### config.mk
export PLATFORM = sky130hd
export DESIGN_NAME = sct_timer
export DESIGN_NICKNAME = d
export VERILOG_FILES = /design/src/sct_pkg.sv /design/src/sct_timer.sv /design/src/sct_tap_edge.sv
export SDC_FILE = /design/constraint.sdc
export NUM_CORES = 1
export LEC_CHECK = 0
export BUFFER_PORTS_ARGS = -buffer_cell sky130_fd_sc_hd__buf_4
export CELL_PAD_IN_SITES_DETAIL_PLACEMENT = 1
export CELL_PAD_IN_SITES_GLOBAL_PLACEMENT = 1
export CORE_MARGIN = 2
export CORE_UTILIZATION = 30
export DETAILED_ROUTE_END_ITERATION = 8
export PLACE_DENSITY_LB_ADDON = 0.25
export SYNTH_ARGS = -nofsm -noshare
export SYNTH_HDL_FRONTEND = slang
export SYNTH_SLANG_ARGS = --single-unit
### constraint.sdc
create_clock -name pclk -period 7 [get_ports pclk]
set_input_delay 1.4 -clock pclk [delete_from_list [all_inputs] [get_ports pclk]]
set_output_delay 1.4 -clock pclk [all_outputs]
set_load 0.005 [all_outputs]
### src/sct_pkg.sv
// constants, field layouts and carrier types for the slow clock timer
package sct_pkg;

	// ****************************************
	// register byte offsets
	// ****************************************
	localparam logic [7:0] SCT_CONTROL_REG_OFS = 8'h00;
	localparam logic [7:0] SCT_COUNTER_VALUE_OFS = 8'h04;
	localparam logic [7:0] SCT_STATUS_REG_OFS = 8'h08;
	localparam logic [7:0] SCT_STATUS_CLEAR_OFS = 8'h0C;
	localparam logic [7:0] SCT_IRQ_ENABLE_SET_OFS = 8'h10;
	localparam logic [7:0] SCT_IRQ_ENABLE_CLEAR_OFS = 8'h14;
	localparam logic [7:0] SCT_IRQ_MASK_OFS = 8'h18;
	localparam logic [7:0] SCT_ALARM_VALUE0_OFS = 8'h20;
	localparam logic [7:0] SCT_ALARM_VALUE1_OFS = 8'h24;
	localparam logic [7:0] SCT_PERIODIC_INTERVAL0_OFS = 8'h30;
	localparam logic [7:0] SCT_PERIODIC_INTERVAL1_OFS = 8'h34;
	localparam logic [7:0] SCT_CLOCK_CTRL_OFS = 8'h40;
	localparam logic [7:0] SCT_CALENDAR_VALUE_OFS = 8'h54;

	// ****************************************
	// field positions
	// ****************************************
	localparam int SCT_CR_EN_BIT = 0;
	localparam int SCT_CR_PRESCALER_CLEAR_BIT = 1;
	localparam int SCT_CR_CAL_BIT = 2;
	localparam int SCT_CR_CA0_BIT = 8;
	localparam int SCT_CR_PSEL_LSB = 16;
	localparam int SCT_TAP_W = 5;
	localparam int SCT_CLK_CEN_BIT = 0;
	localparam int SCT_CLK_CLOCK_SOURCE_SELECT_LSB = 8;
	localparam int SCT_CLOCK_SOURCE_SELECT_W = 3;
	localparam logic [31:0] SCT_CR_WMASK = 32'h001F_0305;
	localparam logic [31:0] SCT_PIR_WMASK = 32'h0000_001F;

	localparam int SCT_SR_OVF = 0;
	localparam int SCT_SR_ALARM_MATCH_0 = 8;
	localparam int SCT_SR_PERIODIC_EVENT_0 = 16;
	localparam int SCT_SR_BUSY = 24;
	localparam int SCT_SR_READY = 25;
	localparam int SCT_SR_CLOCK_SWITCH_PENDING = 28;
	localparam int SCT_SR_CLKRDY = 29;
	localparam logic [31:0] SCT_STICKY_MASK = 32'h2203_0301;

	// calendar value: sec, min, hour, day, month, year offset
	localparam int SCT_CAL_MIN_LSB = 6;
	localparam int SCT_CAL_HOUR_LSB = 12;
	localparam int SCT_CAL_DAY_LSB = 17;
	localparam int SCT_CAL_MONTH_LSB = 22;
	localparam int SCT_CAL_YEAR_LSB = 26;

	// ****************************************
	// clock source encoding and timing
	// ****************************************
	localparam logic [2:0] SCT_SRC_RC_OSC = 3'h0;
	localparam logic [2:0] SCT_SRC_XTAL_32K = 3'h1;
	localparam logic [2:0] SCT_SRC_BUS_CLK = 3'h2;
	localparam logic [2:0] SCT_SRC_GENERIC_CLOCK_INPUT = 3'h3;
	localparam logic [2:0] SCT_SRC_1KHZ = 3'h4;
	localparam logic [3:0] SCT_SYNC_CYCLES = 4'h3;
	localparam logic [3:0] SCT_CLK_SYNC_CYCLES = 4'h4;

	// ****************************************
	// carrier types
	// ****************************************
	typedef struct packed {
		logic [7:0] offset;
		logic [31:0] data;
	} sct_sync_req_type;

	typedef enum logic [1:0] {
		SCT_SYNC_IDLE = 2'b01,
		SCT_SYNC_BUSY = 2'b10
	} sct_sync_state_type;

endpackage

### src/sct_timer.sv
// slow clock timer: prescaler, counter/calendar, alarms, periodic events, apb registers
`timescale 1ns/1ps
module sct_timer
	import sct_pkg::*;
(
	input wire logic pclk, // bus clock, 100 MHz
	input wire logic presetn, // async reset, active low
	input wire logic psel, // apb select
	input wire logic penable, // apb access phase
	input wire logic pwrite, // apb direction
	input wire logic [7:0] paddr, // apb byte address
	input wire logic [31:0] pwdata, // apb write data
	output logic [31:0] prdata, // apb read data
	output logic pready, // apb ready
	output logic pslverr, // apb error on unmapped address
	input wire logic system_rc_oscillator, // source 0 level
	input wire logic crystal_32khz_oscillator, // source 1 level
	input wire logic generic_clock_input, // source 3 level
	input wire logic one_khz_clock, // source 4 level
	input wire logic cpu_debug_halt, // processor halted in debug
	input wire logic run_in_debug, // global run-in-debug control
	input wire logic peripheral_debug_hold_mask, // this timer may run in debug
	output logic irq_overflow, // overflow request
	output logic [1:0] irq_periodic, // periodic requests
	output logic [1:0] irq_alarm, // alarm requests
	output logic irq_clock_switch_done, // clock switch done request
	output logic irq_ready // synchronization done request
);

	// ****************************************
	// state
	// ****************************************
	logic [31:0] prescaler_ff, counter_ff, control_ff, status_ff, mask_ff;
	logic [31:0] alarm_ff [2];
	logic [SCT_TAP_W-1:0] periodic_tap_select_ff [2];
	logic clk_cen_ff, clk_on_ff, clk_pending_ff, src_q_ff, busy_q_ff;
	logic [SCT_CLOCK_SOURCE_SELECT_W-1:0] clk_clock_source_select_ff, src_eff_ff;
	logic [3:0] sync_cnt_ff, clk_cnt_ff;
	sct_sync_state_type sync_state_ff;
	sct_sync_req_type sync_req_ff;
	logic [31:0] prdata_ff;
	logic pready_ff, pslverr_ff;
	logic [6:0] irq_ff;

	// ****************************************
	// apb decode
	// ****************************************
	wire logic setup = psel & ~penable;
	wire logic wr_acc = psel & penable & pready_ff & pwrite;
	wire logic a_cr = paddr == SCT_CONTROL_REG_OFS;
	wire logic a_cv = paddr == SCT_COUNTER_VALUE_OFS;
	wire logic a_sr = paddr == SCT_STATUS_REG_OFS;
	wire logic a_scr = paddr == SCT_STATUS_CLEAR_OFS;
	wire logic a_ier = paddr == SCT_IRQ_ENABLE_SET_OFS;
	wire logic a_idr = paddr == SCT_IRQ_ENABLE_CLEAR_OFS;
	wire logic a_imr = paddr == SCT_IRQ_MASK_OFS;
	wire logic a_ar0 = paddr == SCT_ALARM_VALUE0_OFS;
	wire logic a_ar1 = paddr == SCT_ALARM_VALUE1_OFS;
	wire logic a_pi0 = paddr == SCT_PERIODIC_INTERVAL0_OFS;
	wire logic a_pi1 = paddr == SCT_PERIODIC_INTERVAL1_OFS;
	wire logic a_clk = paddr == SCT_CLOCK_CTRL_OFS;
	wire logic a_cal = paddr == SCT_CALENDAR_VALUE_OFS;
	wire logic a_sync = a_cr | a_cv | a_ar0 | a_ar1 | a_pi0 | a_pi1 | a_cal;
	wire logic mapped = a_sync | a_sr | a_scr | a_ier | a_idr | a_imr | a_clk;
	wire logic busy = sync_state_ff == SCT_SYNC_BUSY;

	// synchronized registers drop writes and read zero while busy
	wire logic sync_wr = wr_acc & a_sync & ~busy;
	wire logic clk_wr = wr_acc & a_clk & ~clk_pending_ff;
	wire logic [31:0] scr_clr = (wr_acc & a_scr) ? pwdata : 32'h0000_0000;

	// status read shows live busy bits beside sticky flags
	wire logic [31:0] sr_view = status_ff | ({31'h0000_0000, busy} << SCT_SR_BUSY)
		| ({31'h0000_0000, clk_pending_ff} << SCT_SR_CLOCK_SWITCH_PENDING);
	wire logic [31:0] clk_view = ({31'h0000_0000, clk_cen_ff} << SCT_CLK_CEN_BIT)
		| ({29'h0000_0000, clk_clock_source_select_ff} << SCT_CLK_CLOCK_SOURCE_SELECT_LSB);
	// counter is read straight, no skipped values within this bus clock
	wire logic [31:0] sync_view = a_cr ? control_ff : (a_cv | a_cal) ? counter_ff :
		a_ar0 ? alarm_ff[0] : a_ar1 ? alarm_ff[1] :
		a_pi0 ? {27'h000_0000, periodic_tap_select_ff[0]} : {27'h000_0000, periodic_tap_select_ff[1]};
	wire logic [31:0] rd_mux = a_sync ? (busy ? 32'h0000_0000 : sync_view) :
		a_sr ? sr_view : a_imr ? mask_ff : a_clk ? clk_view : 32'h0000_0000;

	// ****************************************
	// synchronizer for bus-side writes
	// ****************************************
	wire logic sync_apply = busy & (sync_cnt_ff == 4'h1);
	wire logic [7:0] ap_ofs = sync_req_ff.offset;
	wire logic [31:0] ap_dat = sync_req_ff.data;
	wire logic ap_cr = sync_apply & (ap_ofs == SCT_CONTROL_REG_OFS);
	wire logic ap_cnt = sync_apply & ((ap_ofs == SCT_COUNTER_VALUE_OFS) | (ap_ofs == SCT_CALENDAR_VALUE_OFS));
	wire logic prescaler_clear_apply = ap_cr & ap_dat[SCT_CR_PRESCALER_CLEAR_BIT];

	// write is captured, busy held for a fixed handshake delay, then applied
	always_ff @(posedge pclk or negedge presetn) begin
		if (!presetn) begin
			sync_state_ff <= SCT_SYNC_IDLE;
			sync_cnt_ff <= 4'h0;
			sync_req_ff <= '0;
		end else begin
			case (sync_state_ff)
				SCT_SYNC_IDLE: begin
					if (sync_wr) begin
						sync_req_ff <= '{offset: paddr, data: pwdata};
						sync_cnt_ff <= SCT_SYNC_CYCLES;
						sync_state_ff <= SCT_SYNC_BUSY;
					end
				end
				SCT_SYNC_BUSY: begin
					sync_cnt_ff <= sync_cnt_ff - 4'h1;
					if (sync_apply) begin
						sync_state_ff <= SCT_SYNC_IDLE;
					end
				end
				default: begin
					sync_state_ff <= SCT_SYNC_IDLE;
				end
			endcase
		end
	end

	// applied values land in their registers; interval takes effect only here
	always_ff @(posedge pclk or negedge presetn) begin
		if (!presetn) begin
			control_ff <= 32'h0000_0000;
			alarm_ff[0] <= 32'h0000_0000;
			alarm_ff[1] <= 32'h0000_0000;
			periodic_tap_select_ff[0] <= '0;
			periodic_tap_select_ff[1] <= '0;
		end else begin
			if (ap_cr) begin
				control_ff <= ap_dat & SCT_CR_WMASK & ~(32'h0000_0001 << SCT_CR_PRESCALER_CLEAR_BIT);
			end
			if (sync_apply && ap_ofs == SCT_ALARM_VALUE0_OFS) begin
				alarm_ff[0] <= ap_dat;
			end
			if (sync_apply && ap_ofs == SCT_ALARM_VALUE1_OFS) begin
				alarm_ff[1] <= ap_dat;
			end
			if (sync_apply && ap_ofs == SCT_PERIODIC_INTERVAL0_OFS) begin
				periodic_tap_select_ff[0] <= ap_dat[SCT_TAP_W-1:0];
			end
			if (sync_apply && ap_ofs == SCT_PERIODIC_INTERVAL1_OFS) begin
				periodic_tap_select_ff[1] <= ap_dat[SCT_TAP_W-1:0];
			end
		end
	end

	// ****************************************
	// prescaler clock control
	// ****************************************
	// enable and source only take effect after the pending window, so a
	// half-switched source never reaches the prescaler
	always_ff @(posedge pclk or negedge presetn) begin
		if (!presetn) begin
			clk_cen_ff <= 1'b0;
			clk_clock_source_select_ff <= SCT_SRC_RC_OSC;
			clk_on_ff <= 1'b0;
			src_eff_ff <= SCT_SRC_RC_OSC;
			clk_pending_ff <= 1'b0;
			clk_cnt_ff <= 4'h0;
		end else begin
			if (clk_wr) begin
				clk_cen_ff <= pwdata[SCT_CLK_CEN_BIT];
				clk_clock_source_select_ff <= pwdata[SCT_CLK_CLOCK_SOURCE_SELECT_LSB +: SCT_CLOCK_SOURCE_SELECT_W];
				clk_pending_ff <= 1'b1;
				clk_cnt_ff <= SCT_CLK_SYNC_CYCLES;
			end else if (clk_pending_ff) begin
				clk_cnt_ff <= clk_cnt_ff - 4'h1;
				if (clk_cnt_ff == 4'h1) begin
					clk_pending_ff <= 1'b0;
					clk_on_ff <= clk_cen_ff;
					src_eff_ff <= clk_clock_source_select_ff;
				end
			end
		end
	end

	// source levels are sampled as ordinary inputs; bus clock means every cycle
	wire logic src_lvl = (src_eff_ff == SCT_SRC_RC_OSC) ? system_rc_oscillator :
		(src_eff_ff == SCT_SRC_XTAL_32K) ? crystal_32khz_oscillator :
		(src_eff_ff == SCT_SRC_GENERIC_CLOCK_INPUT) ? generic_clock_input :
		(src_eff_ff == SCT_SRC_1KHZ) ? one_khz_clock : 1'b0;
	wire logic src_rise = (src_eff_ff == SCT_SRC_BUS_CLK) | (src_lvl & ~src_q_ff);
	wire logic freeze = cpu_debug_halt & ~(run_in_debug & peripheral_debug_hold_mask);
	wire logic run = control_ff[SCT_CR_EN_BIT] & ~freeze;
	wire logic prsc_step = run & clk_on_ff & src_rise;

	// prescaler: not visible on the bus, only cleared
	always_ff @(posedge pclk or negedge presetn) begin
		if (!presetn) begin
			prescaler_ff <= 32'h0000_0000;
			src_q_ff <= 1'b0;
		end else begin
			src_q_ff <= src_lvl;
			if (prescaler_clear_apply) begin
				prescaler_ff <= 32'h0000_0000;
			end else if (prsc_step) begin
				prescaler_ff <= prescaler_ff + 32'h0000_0001;
			end
		end
	end

	// ****************************************
	// tap edges: counter tick and two periodic channels
	// ****************************************
	logic cnt_tick;
	logic [1:0] per_rise;
	sct_tap_edge #(.WIDTH(32), .SELW(SCT_TAP_W)) u_cnt_tap (
		.pclk(pclk),
		.presetn(presetn),
		.vec(prescaler_ff),
		.sel(control_ff[SCT_CR_PSEL_LSB +: SCT_TAP_W]),
		.gate(run),
		.rise(cnt_tick)
	);
	for (genvar g = 0; g < 2; g++) begin : g_per
		sct_tap_edge #(.WIDTH(32), .SELW(SCT_TAP_W)) u_per_tap (
			.pclk(pclk),
			.presetn(presetn),
			.vec(prescaler_ff),
			.sel(periodic_tap_select_ff[g]),
			.gate(run),
			.rise(per_rise[g])
		);
	end

	// ****************************************
	// counter and calendar
	// ****************************************
	// days in a month; the year offset is leap when divisible by four
	function automatic logic [4:0] month_days(input logic [3:0] mon, input logic [5:0] yr);
		logic [4:0] d;
		d = 5'h1F;
		if (mon == 4'h2) begin
			d = (yr[1:0] == 2'h0) ? 5'h1D : 5'h1C;
		end else if (mon == 4'h4 || mon == 4'h6 || mon == 4'h9 || mon == 4'hB) begin
			d = 5'h1E;
		end
		return d;
	endfunction

	// next second of the calendar; day and month count from one
	function automatic logic [31:0] cal_next(input logic [31:0] c);
		logic [5:0] s, m, y;
		logic [4:0] h, d;
		logic [3:0] mo;
		s = c[5:0];
		m = c[SCT_CAL_MIN_LSB +: 6];
		h = c[SCT_CAL_HOUR_LSB +: 5];
		d = c[SCT_CAL_DAY_LSB +: 5];
		mo = c[SCT_CAL_MONTH_LSB +: 4];
		y = c[SCT_CAL_YEAR_LSB +: 6];
		if (s != 6'h3B) begin
			s = s + 6'h01;
		end else begin
			s = 6'h00;
			if (m != 6'h3B) begin
				m = m + 6'h01;
			end else begin
				m = 6'h00;
				if (h != 5'h17) begin
					h = h + 5'h01;
				end else begin
					h = 5'h00;
					if (d < month_days(mo, y)) begin
						d = d + 5'h01;
					end else begin
						d = 5'h01;
						if (mo != 4'hC) begin
							mo = mo + 4'h1;
						end else begin
							mo = 4'h1;
							y = y + 6'h01;
						end
					end
				end
			end
		end
		return {y, mo, d, h, m, s};
	endfunction

	wire logic cal_mode = control_ff[SCT_CR_CAL_BIT];
	wire logic [31:0] cnt_inc = cal_mode ? cal_next(counter_ff) : counter_ff + 32'h0000_0001;
	// calendar overflow is the wrap of the year offset back to zero
	wire logic cnt_wrap = cal_mode ? (cal_next(counter_ff) < counter_ff) : (counter_ff == 32'hFFFF_FFFF);
	wire logic [1:0] alarm_hit = {2{cnt_tick}} & {cnt_inc == alarm_ff[1], cnt_inc == alarm_ff[0]};
	wire logic clr_on_alarm = |(alarm_hit & control_ff[SCT_CR_CA0_BIT +: 2]);
	wire logic ovf_evt = cnt_tick & (cnt_wrap | clr_on_alarm);

	// a software load wins over a tick in the same cycle
	always_ff @(posedge pclk or negedge presetn) begin
		if (!presetn) begin
			counter_ff <= 32'h0000_0000;
		end else if (ap_cnt) begin
			counter_ff <= ap_dat;
		end else if (cnt_tick) begin
			counter_ff <= clr_on_alarm ? 32'h0000_0000 : cnt_inc;
		end
	end

	// ****************************************
	// status, mask and interrupt lines
	// ****************************************
	wire logic rdy_evt = busy_q_ff & ~busy;
	wire logic clk_pend_q = clk_pending_ff;
	logic clk_q_ff;
	wire logic clkrdy_evt = clk_q_ff & ~clk_pend_q;
	wire logic [31:0] set_vec = ({31'h0000_0000, ovf_evt} << SCT_SR_OVF)
		| ({30'h0000_0000, alarm_hit} << SCT_SR_ALARM_MATCH_0)
		| ({30'h0000_0000, per_rise} << SCT_SR_PERIODIC_EVENT_0)
		| ({31'h0000_0000, rdy_evt} << SCT_SR_READY)
		| ({31'h0000_0000, clkrdy_evt} << SCT_SR_CLKRDY);
	// a new event beats a clear in the same cycle
	wire logic [31:0] nxt_status = ((status_ff & ~scr_clr) | set_vec) & SCT_STICKY_MASK;
	wire logic [31:0] nxt_mask = ((mask_ff | ((wr_acc & a_ier) ? pwdata : 32'h0000_0000))
		& ~((wr_acc & a_idr) ? pwdata : 32'h0000_0000)) & SCT_STICKY_MASK;
	wire logic [31:0] req = status_ff & mask_ff;

	always_ff @(posedge pclk or negedge presetn) begin
		if (!presetn) begin
			status_ff <= 32'h0000_0000;
			mask_ff <= 32'h0000_0000;
			busy_q_ff <= 1'b0;
			clk_q_ff <= 1'b0;
			irq_ff <= 7'h00;
		end else begin
			status_ff <= nxt_status;
			mask_ff <= nxt_mask;
			busy_q_ff <= busy;
			clk_q_ff <= clk_pend_q;
			irq_ff <= {req[SCT_SR_CLKRDY], req[SCT_SR_READY], req[SCT_SR_ALARM_MATCH_0 +: 2],
				req[SCT_SR_PERIODIC_EVENT_0 +: 2], req[SCT_SR_OVF]};
		end
	end

	// ****************************************
	// apb response: zero-wait, data captured in setup
	// ****************************************
	always_ff @(posedge pclk or negedge presetn) begin
		if (!presetn) begin
			prdata_ff <= 32'h0000_0000;
			pready_ff <= 1'b0;
			pslverr_ff <= 1'b0;
		end else begin
			pready_ff <= setup;
			pslverr_ff <= setup & ~mapped;
			prdata_ff <= (setup & ~pwrite) ? rd_mux : 32'h0000_0000;
		end
	end

	assign prdata = prdata_ff;
	assign pready = pready_ff;
	assign pslverr = pslverr_ff;
	assign irq_overflow = irq_ff[0];
	assign irq_periodic = irq_ff[2:1];
	assign irq_alarm = irq_ff[4:3];
	assign irq_ready = irq_ff[5];
	assign irq_clock_switch_done = irq_ff[6];
endmodule

### src/sct_tap_edge.sv
// rising edge detector on one selectable bit of the prescaler
`timescale 1ns/1ps
module sct_tap_edge #(
	parameter int WIDTH = 32,
	parameter int SELW = 5
) (
	input wire logic pclk, // bus clock
	input wire logic presetn, // async reset, active low
	input wire logic [WIDTH-1:0] vec, // prescaler value
	input wire logic [SELW-1:0] sel, // tap select
	input wire logic gate, // allow event
	output logic rise // one-cycle pulse on 0-to-1 of tap
);
	logic prev_ff;
	wire logic tap_bit = vec[sel];

	// previous tap level, so only true transitions count
	always_ff @(posedge pclk or negedge presetn) begin
		if (!presetn) begin
			prev_ff <= 1'b0;
		end else begin
			prev_ff <= tap_bit;
		end
	end

	assign rise = gate & tap_bit & ~prev_ff;
endmodule

==> results of run 1 <==
-- report_power, final --
part | internal [mW] | total, mW | switching (mW)
Sequential | 1.55 | 1.57 | 0.0132
Combinational | 0.0339 | 0.0908 | 0.0570
Clock | 1.02 | 1.71 | 0.689
-- critical path: cells and delay by family, from the launching register on --
kind,cells,cell delay (ns)
muxes,1,0.36
buffers and inverters,1,0.45
adders and majority gates,1,0.51
DFF,1,0.59
and+or+nand+nor,6,2.97
AOI/OAI and AO/OA,5,1.12
-- flip-flops by register name, summed over array words and instances, names as in the netlist, 3 cells and up --
register                    flops
src_eff_ff                      3
clk_clock_source_select_ff      3
counter_ff                     32
sync_cnt_ff                     4
clk_cnt_ff                      4
prdata                         32
alarm_ff                       64
periodic_tap_select_ff         10
prescaler_ff                   32
ap_ofs                          8
status_ff                       7
mask_ff                         7
ap_dat                         32
irq_ff                          7
control_ff                      9
-- per-layer routing --
layer  routed length (um)  vias to the layer above  global-route usage [%]  share of wire (%)
li1                     -                     6883                       -                  -
met1                30350                     7945                   30.89                 45
met2                30800                      479                   35.19                 46
met3                 3618                      118                   3.029                5.4
met4                 2392                        0                   7.891                3.6
met5                    0                        -                       0                  0
-- cell usage after synthesis, types with 18 or more instances --
master    instances  area [sq um]
a211oi_1         18         135.1
a31oi_1          18         112.6
a21oi_1         119         595.6
a22oi_1          26         195.2
xor2_1           46         402.9
mux2i_1          27         270.3
mux4_2           20         450.4
nor4_1           33         206.5
nor3_1           64         320.3
nor2_1          189         709.4
buf_1            20         75.07
and2_1           19         118.9
a222oi_1         21         210.2
clkbuf_1         89         334.1
inv_1            55         206.5
dfrtp_1         266          6656
o21ai_0          70         350.3
ha_1             43         538.0
xnor2_1          55         481.7
nor2b_1          21         131.4
and3_1           24         150.1
nand4_1          46         287.8
buf_2            19         95.09
mux2_2          128          1441
nand3_1          60         300.3
nand2_1         114         427.9
-- worst max-delay path by stage --
stage                      to  cells after the start            from
2_1_floorplan  counter_ff[30]                     19  counter_ff[22]
3_3_place_gp   counter_ff[27]                     14   counter_ff[0]
3_5_place_dp   counter_ff[27]                     14   counter_ff[0]
4_1_cts        counter_ff[27]                     14   counter_ff[0]
5_1_grt        counter_ff[27]                     14   counter_ff[0]
6_report       counter_ff[27]                     14   counter_ff[0]
-- metrics by stage --
stage | utilization, % | power, mW | hold WS [ns] | setup slack [ns] | area (sq um)
after CTS | 34.47 | 3.414 | 0.4812 | 0.9958 | 19780
final | 34.47 | 3.372 | 0.4737 | 0.8255 | 19780
after detailed placement | 32.64 | 1.691 | 0.4644 | 1.003 | 18720
after floorplan | - | 1.615 | 0.4259 | 2.834 | 17330
after global routing | 34.47 | 3.488 | 0.4949 | 0.4228 | 19780
after global placement | 32.64 | 1.688 | 0.4666 | 1.125 | 18720
-- cells by family (layout without fill, tap and decap cells) --
logic type | after synthesis | after routing | synth area share (%)
adders and majority gates | 43 | 43 | 3.104
buffers and inverters | 195 | 236 | 4.663
muxes | 176 | 176 | 12.60
xor gates and xnor gates | 105 | 105 | 5.623
DFF | 267 | 267 | 38.55
and+or+nand+nor | 655 | 655 | 19.12
AOI/OAI and AO/OA | 416 | 416 | 16.33
-- layout make-up --
class	instances	share of cell area, %
Clock inverter	17	1.379
Sequential cell	267	33.80
Clock buffer	36	3.954
Timing Repair Buffer	126	4.884
Tap cell	765	4.840
Multi-Input combinational cell	1395	50.06
Inverter	57	1.082
==> results.json, run 1 <==
{
  "grt_pass1_wl_um": 102100,
  "fin_skew_ns": 0.01375,
  "cap_violations": 0,
  "io_buffers": 92,
  "min_path_cells": 1,
  "stdcell_count": 2663,
  "maxSlewViolCount": 0,
  "leakage_nw": 8.517,
  "yosysSeqAreaShare_pct": 38.55,
  "layout_common_cells": "265 x dfrtp_1, 189 x nor2_1, 128 x mux2_2",
  "syn_nets": 1952,
  "start_util_pct": 30.22,
  "dp_hpwl_um": 50240,
  "ys_ff_latch": 267,
  "drt-initial-drc-count": 1059,
  "cts_tree": "yes",
  "htreeDepth": 1,
  "cts_resized": 0,
  "clkLatencyLatePin_ns": 0.57,
  "avgRoutedWirePerCell_um": 25.22,
  "finalSetupTns_ns": 0,
  "ir_drop_uv": 159.2,
  "gp_congestion": 0.9478,
  "dp.cells": 2610,
  "setup_viol": 0,
  "drive_gt1_share_pct": 18.91,
  "min_from": "clk_cnt_ff[3]",
  "coreArea_sq_um": 57370,
  "synth_cells": 1857,
  "crit_required_ns": 7.40,
  "critPathMaxFanout": 25,
  "n_antenna_cell": 0,
  "critical_path_class": "flip-flop to flip-flop",
  "clock-sinks": 267,
  "dieArea_sq_um": 59720,
  "cp-end-kind": "flip-flop",
  "fp.dieH_um": 244.4,
  "cts-root-buf": "clkbuf_16",
  "ys.flop_type": "dfrtp_1",
  "yosysWarnings": 0,
  "hold_buffers": 0,
  "via_per_inst": 5.792,
  "rrSetupSlack_ns": 0.83,
  "cp_slowest_cell": "nor4_4",
  "cts.reportedPaths.clkPinSlew_ns": 0.07,
  "clockBufferDepth": 3,
  "hold_path_end": "clk_cnt_ff[3]",
  "fillers": 6472,
  "worstReg2RegEnd": "counter_ff[27]",
  "finalNetCount": 1971,
  "relSlewSlack_pct": 19.93,
  "drt_pass1_iterations": 5,
  "regArea_sq_um": 6684,
  "final_common_cell": "dfrtp_1",
  "grt_max_degree": 162,
  "rr_worst_depth": 14,
  "synth_edf_count": 0,
  "synthesis.area_sq_um": 17330,
  "final_antenna_net_count": 0,
  "rows": 88,
  "cts_buffers": 29,
  "ys_async_sr_fraction_pct": 100.0,
  "min_path_type": "flip-flop to flip-flop",
  "start_kind": "flip-flop",
  "cts_setup_buffers": 0,
  "antenna_found_initial": 1,
  "grt_setup_unrepaired": "false",
  "timing.rr.start": "counter_ff[0]",
  "max_stage_delay_ns": 0.96,
  "vias": 15430,
  "power_per_cell_area_nw_per_um2": 170.5,
  "grt_overflow": 0,
  "num_io_pins": 93,
  "die_w_um": 244.4,
  "hold_viol": 0,
  "grt_use_total_pct": 22.19,
  "finalWirelength_um": 67150,
  "multiInputGateArea_sq_um": 9901,
  "grt_pass1_vias": 15680,
  "min_period_over_period_pct": 88.21,
  "worstPathCellList": "ha_1, nand4_1, nor4_4, nand2_1, nor3_1, mux2_2, o21ai_0, o32ai_1, nor4_1, a32o_1, buf_4, or3b_1, a21boi_1, a21oi_1",
  "arrival_ns": 6.57,
  "area_growth_pct": 14.09,
  "max_freq_ghz": 0.1620,
  "drc_errors": 0,
  "outcome": "completed",
  "worst_pin_slew_ns": 1.186,
  "yosys.cell_types.count": 91,
  "avgSynthCellArea_sq_um": 9.334,
  "layout_min_cycle_time_ns": 6.175
}
No activity file was read; power rests on OpenSTA's default activity.
==> run 2: changes to the inputs <==
PLACE_DENSITY = 0.53   (was unset)
PLACE_DENSITY_LB_ADDON = unset   (was 0.25)
REMOVE_ABC_BUFFERS = 1   (was unset)
==> run 2 against run 1 <==
Compared with the run above:
- critical path depth stayed put
- largest power group unchanged
- via count down 0.98%
- routed wire length increased by 3.1%
- register-to-register slack better by 0.70 ns
- maximum frequency is 13% higher
- first-iteration DRC count increased by 13%
- die area is the same
- global-route usage rose by 1.1 points
- critical path type unchanged
- worst setup slack better by 0.70 ns
- combinational power about the same
- cell count is 0.60% higher
==> results.json, run 2 (synthesis results as in run 1) <==
{
  "outcome": "completed",
  "cts_setup_buffers": 0,
  "largest_register_ffs": 64,
  "num_io_pins": 93,
  "final_common_cell": "dfrtp_1",
  "rows": 88,
  "start_kind": "flip-flop",
  "finalWirelength_um": 69270,
  "vias": 15270,
  "layout_min_cycle_time_ns": 5.471,
  "cap_violations": 0,
  "leakage_nw": 8.593,
  "min_period_over_period_pct": 78.16,
  "grt_pass1_vias": 16020,
  "grt_pass1_wl_um": 106100,
  "grt_overflow": 0,
  "cp_slowest_cell": "nor4_4",
  "area_growth_pct": 14.79,
  "critical_path_class": "flip-flop to flip-flop",
  "clockBufferDepth": 3,
  "critPathMaxFanout": 17,
  "finalNetCount": 1980,
  "fp.dieH_um": 244.4,
  "dp_hpwl_um": 51060,
  "grt_max_degree": 106,
  "via_per_inst": 5.701,
  "n_antenna_cell": 0,
  "gp_congestion": 0.9953,
  "cp-end-kind": "flip-flop",
  "crit_required_ns": 7.47,
  "cts_tree": "yes",
  "maxSlewViolCount": 0,
  "max_freq_ghz": 0.1828,
  "min_path_type": "flip-flop to flip-flop",
  "drive_gt1_share_pct": 19.07,
  "die_w_um": 244.4,
  "largest_register": "alarm_ff",
  "hold_viol": 0,
  "dieArea_sq_um": 59720,
  "relSlewSlack_pct": 18.14,
  "clock-sinks": 267,
  "final_antenna_net_count": 0,
  "cts-root-buf": "clkbuf_16",
  "grt_use_total_pct": 23.29,
  "start_util_pct": 30.22,
  "drt-initial-drc-count": 1195,
  "coreArea_sq_um": 57370,
  "worstPathCellList": "ha_1, nand4_1, nor4_4, and3_1, a31oi_1, or3_1, a21oi_1, nand4_1, nor4_1, a32o_1, buf_4, nor2_1, a221oi_1, nor2_1",
  "clkLatencyLatePin_ns": 0.58,
  "fin_skew_ns": 0.02992,
  "layout_common_cells": "265 x dfrtp_1, 189 x nor2_1, 128 x mux2_2",
  "dpl_cell_area_sq_um": 18720,
  "holdWs_ns": 0.4809,
  "utilization_pct": 34.69,
  "hold_buffers": 0,
  "power_mw": 3.508,
  "io_buffers": 92,
  "avgRoutedWirePerCell_um": 25.86,
  "cts_resized": 0,
  "arrival_ns": 5.94,
  "htreeDepth": 2,
  "setup_viol": 0,
  "drc_errors": 0,
  "cts.reportedPaths.clkPinSlew_ns": 0.06,
  "antenna_found_initial": 1,
  "grt_setup_unrepaired": "false",
  "power_per_cell_area_nw_per_um2": 176.3,
  "worst_pin_slew_ns": 1.228,
  "final_area_sq_um": 19900,
  "ir_drop_uv": 140.0,
  "cts_buffers": 37,
  "max_stage_delay_ns": 0.62,
  "drt_pass1_iterations": 5
}
[run 2: worst max-delay path: cells and delay by family (launching register included)]
family	cells	cell delay [ns]
adder cells (fa/ha/maj)	1	0.50
flip-flops	1	0.59
buffers and inverters	1	0.27
AO/OA/AOI/OAI	4	1.02
AND/OR/NAND/NOR	8	2.93
[run 2: final timing paths]
| check | start | to | slack, ns | cells after the start |
|---|---|---|---|---|
| min in group asynchronous | presetn | prdata[7] | 0.82 | 1 |
| worst max register to register | counter_ff[0] | counter_ff[0] | 1.53 | 14 |
| max in group asynchronous | presetn | control_ff[2] | 4.75 | 2 |
| worst max-delay path | counter_ff[0] | counter_ff[0] | 1.53 | 14 |
| worst min register to register | clk_q_ff | status_ff[29] | 0.48 | 1 |
| worst min-delay path | clk_q_ff | status_ff[29] | 0.48 | 1 |
[run 2: metal layers]
layer / routed length (um) / vias up / track usage (%)
met5: 0 / - / 0
met4: 1781 / 0 / 6.349
met3: 2944 / 97 / 3.216
met2: 33060 / 338 / 38.50
met1: 31480 / 7930 / 31.83
li1: - / 6909 / -
[run 2: layout make-up]
| type | instances | area (sq um) |
|---|---|---|
| fillers | 6475 | 37470 |
| multi-input cells | 1395 | 9901 |
| flip-flops and latches | 267 | 6684 |
| clock buffers | 54 | 1020 |
| repair buffers | 127 | 960.9 |
| well taps | 765 | 957.2 |
| inverters | 57 | 214.0 |
| clock inverters | 14 | 161.4 |
[run 2: report_power, final]
| group | internal [mW] | leakage (nW) | switching, mW |
|---|---|---|---|
| clock network | 1.07 | 0.577 | 0.780 |
| registers | 1.56 | 3.59 | 0.0131 |
| logic | 0.0338 | 4.43 | 0.0572 |
[run 2: stage by stage]
step / cells / worst slack [ns] / TNS (ns)
5_1_grt: 2679 / 1.210 / 0
4_1_cts: 2679 / 1.608 / 0
3_5_place_dp: 2611 / 1.642 / 0
2_1_floorplan: 1719 / -1.208 / -52.96
6_report: 2679 / 1.529 / 0
3_3_place_gp: 2611 / 1.638 / 0
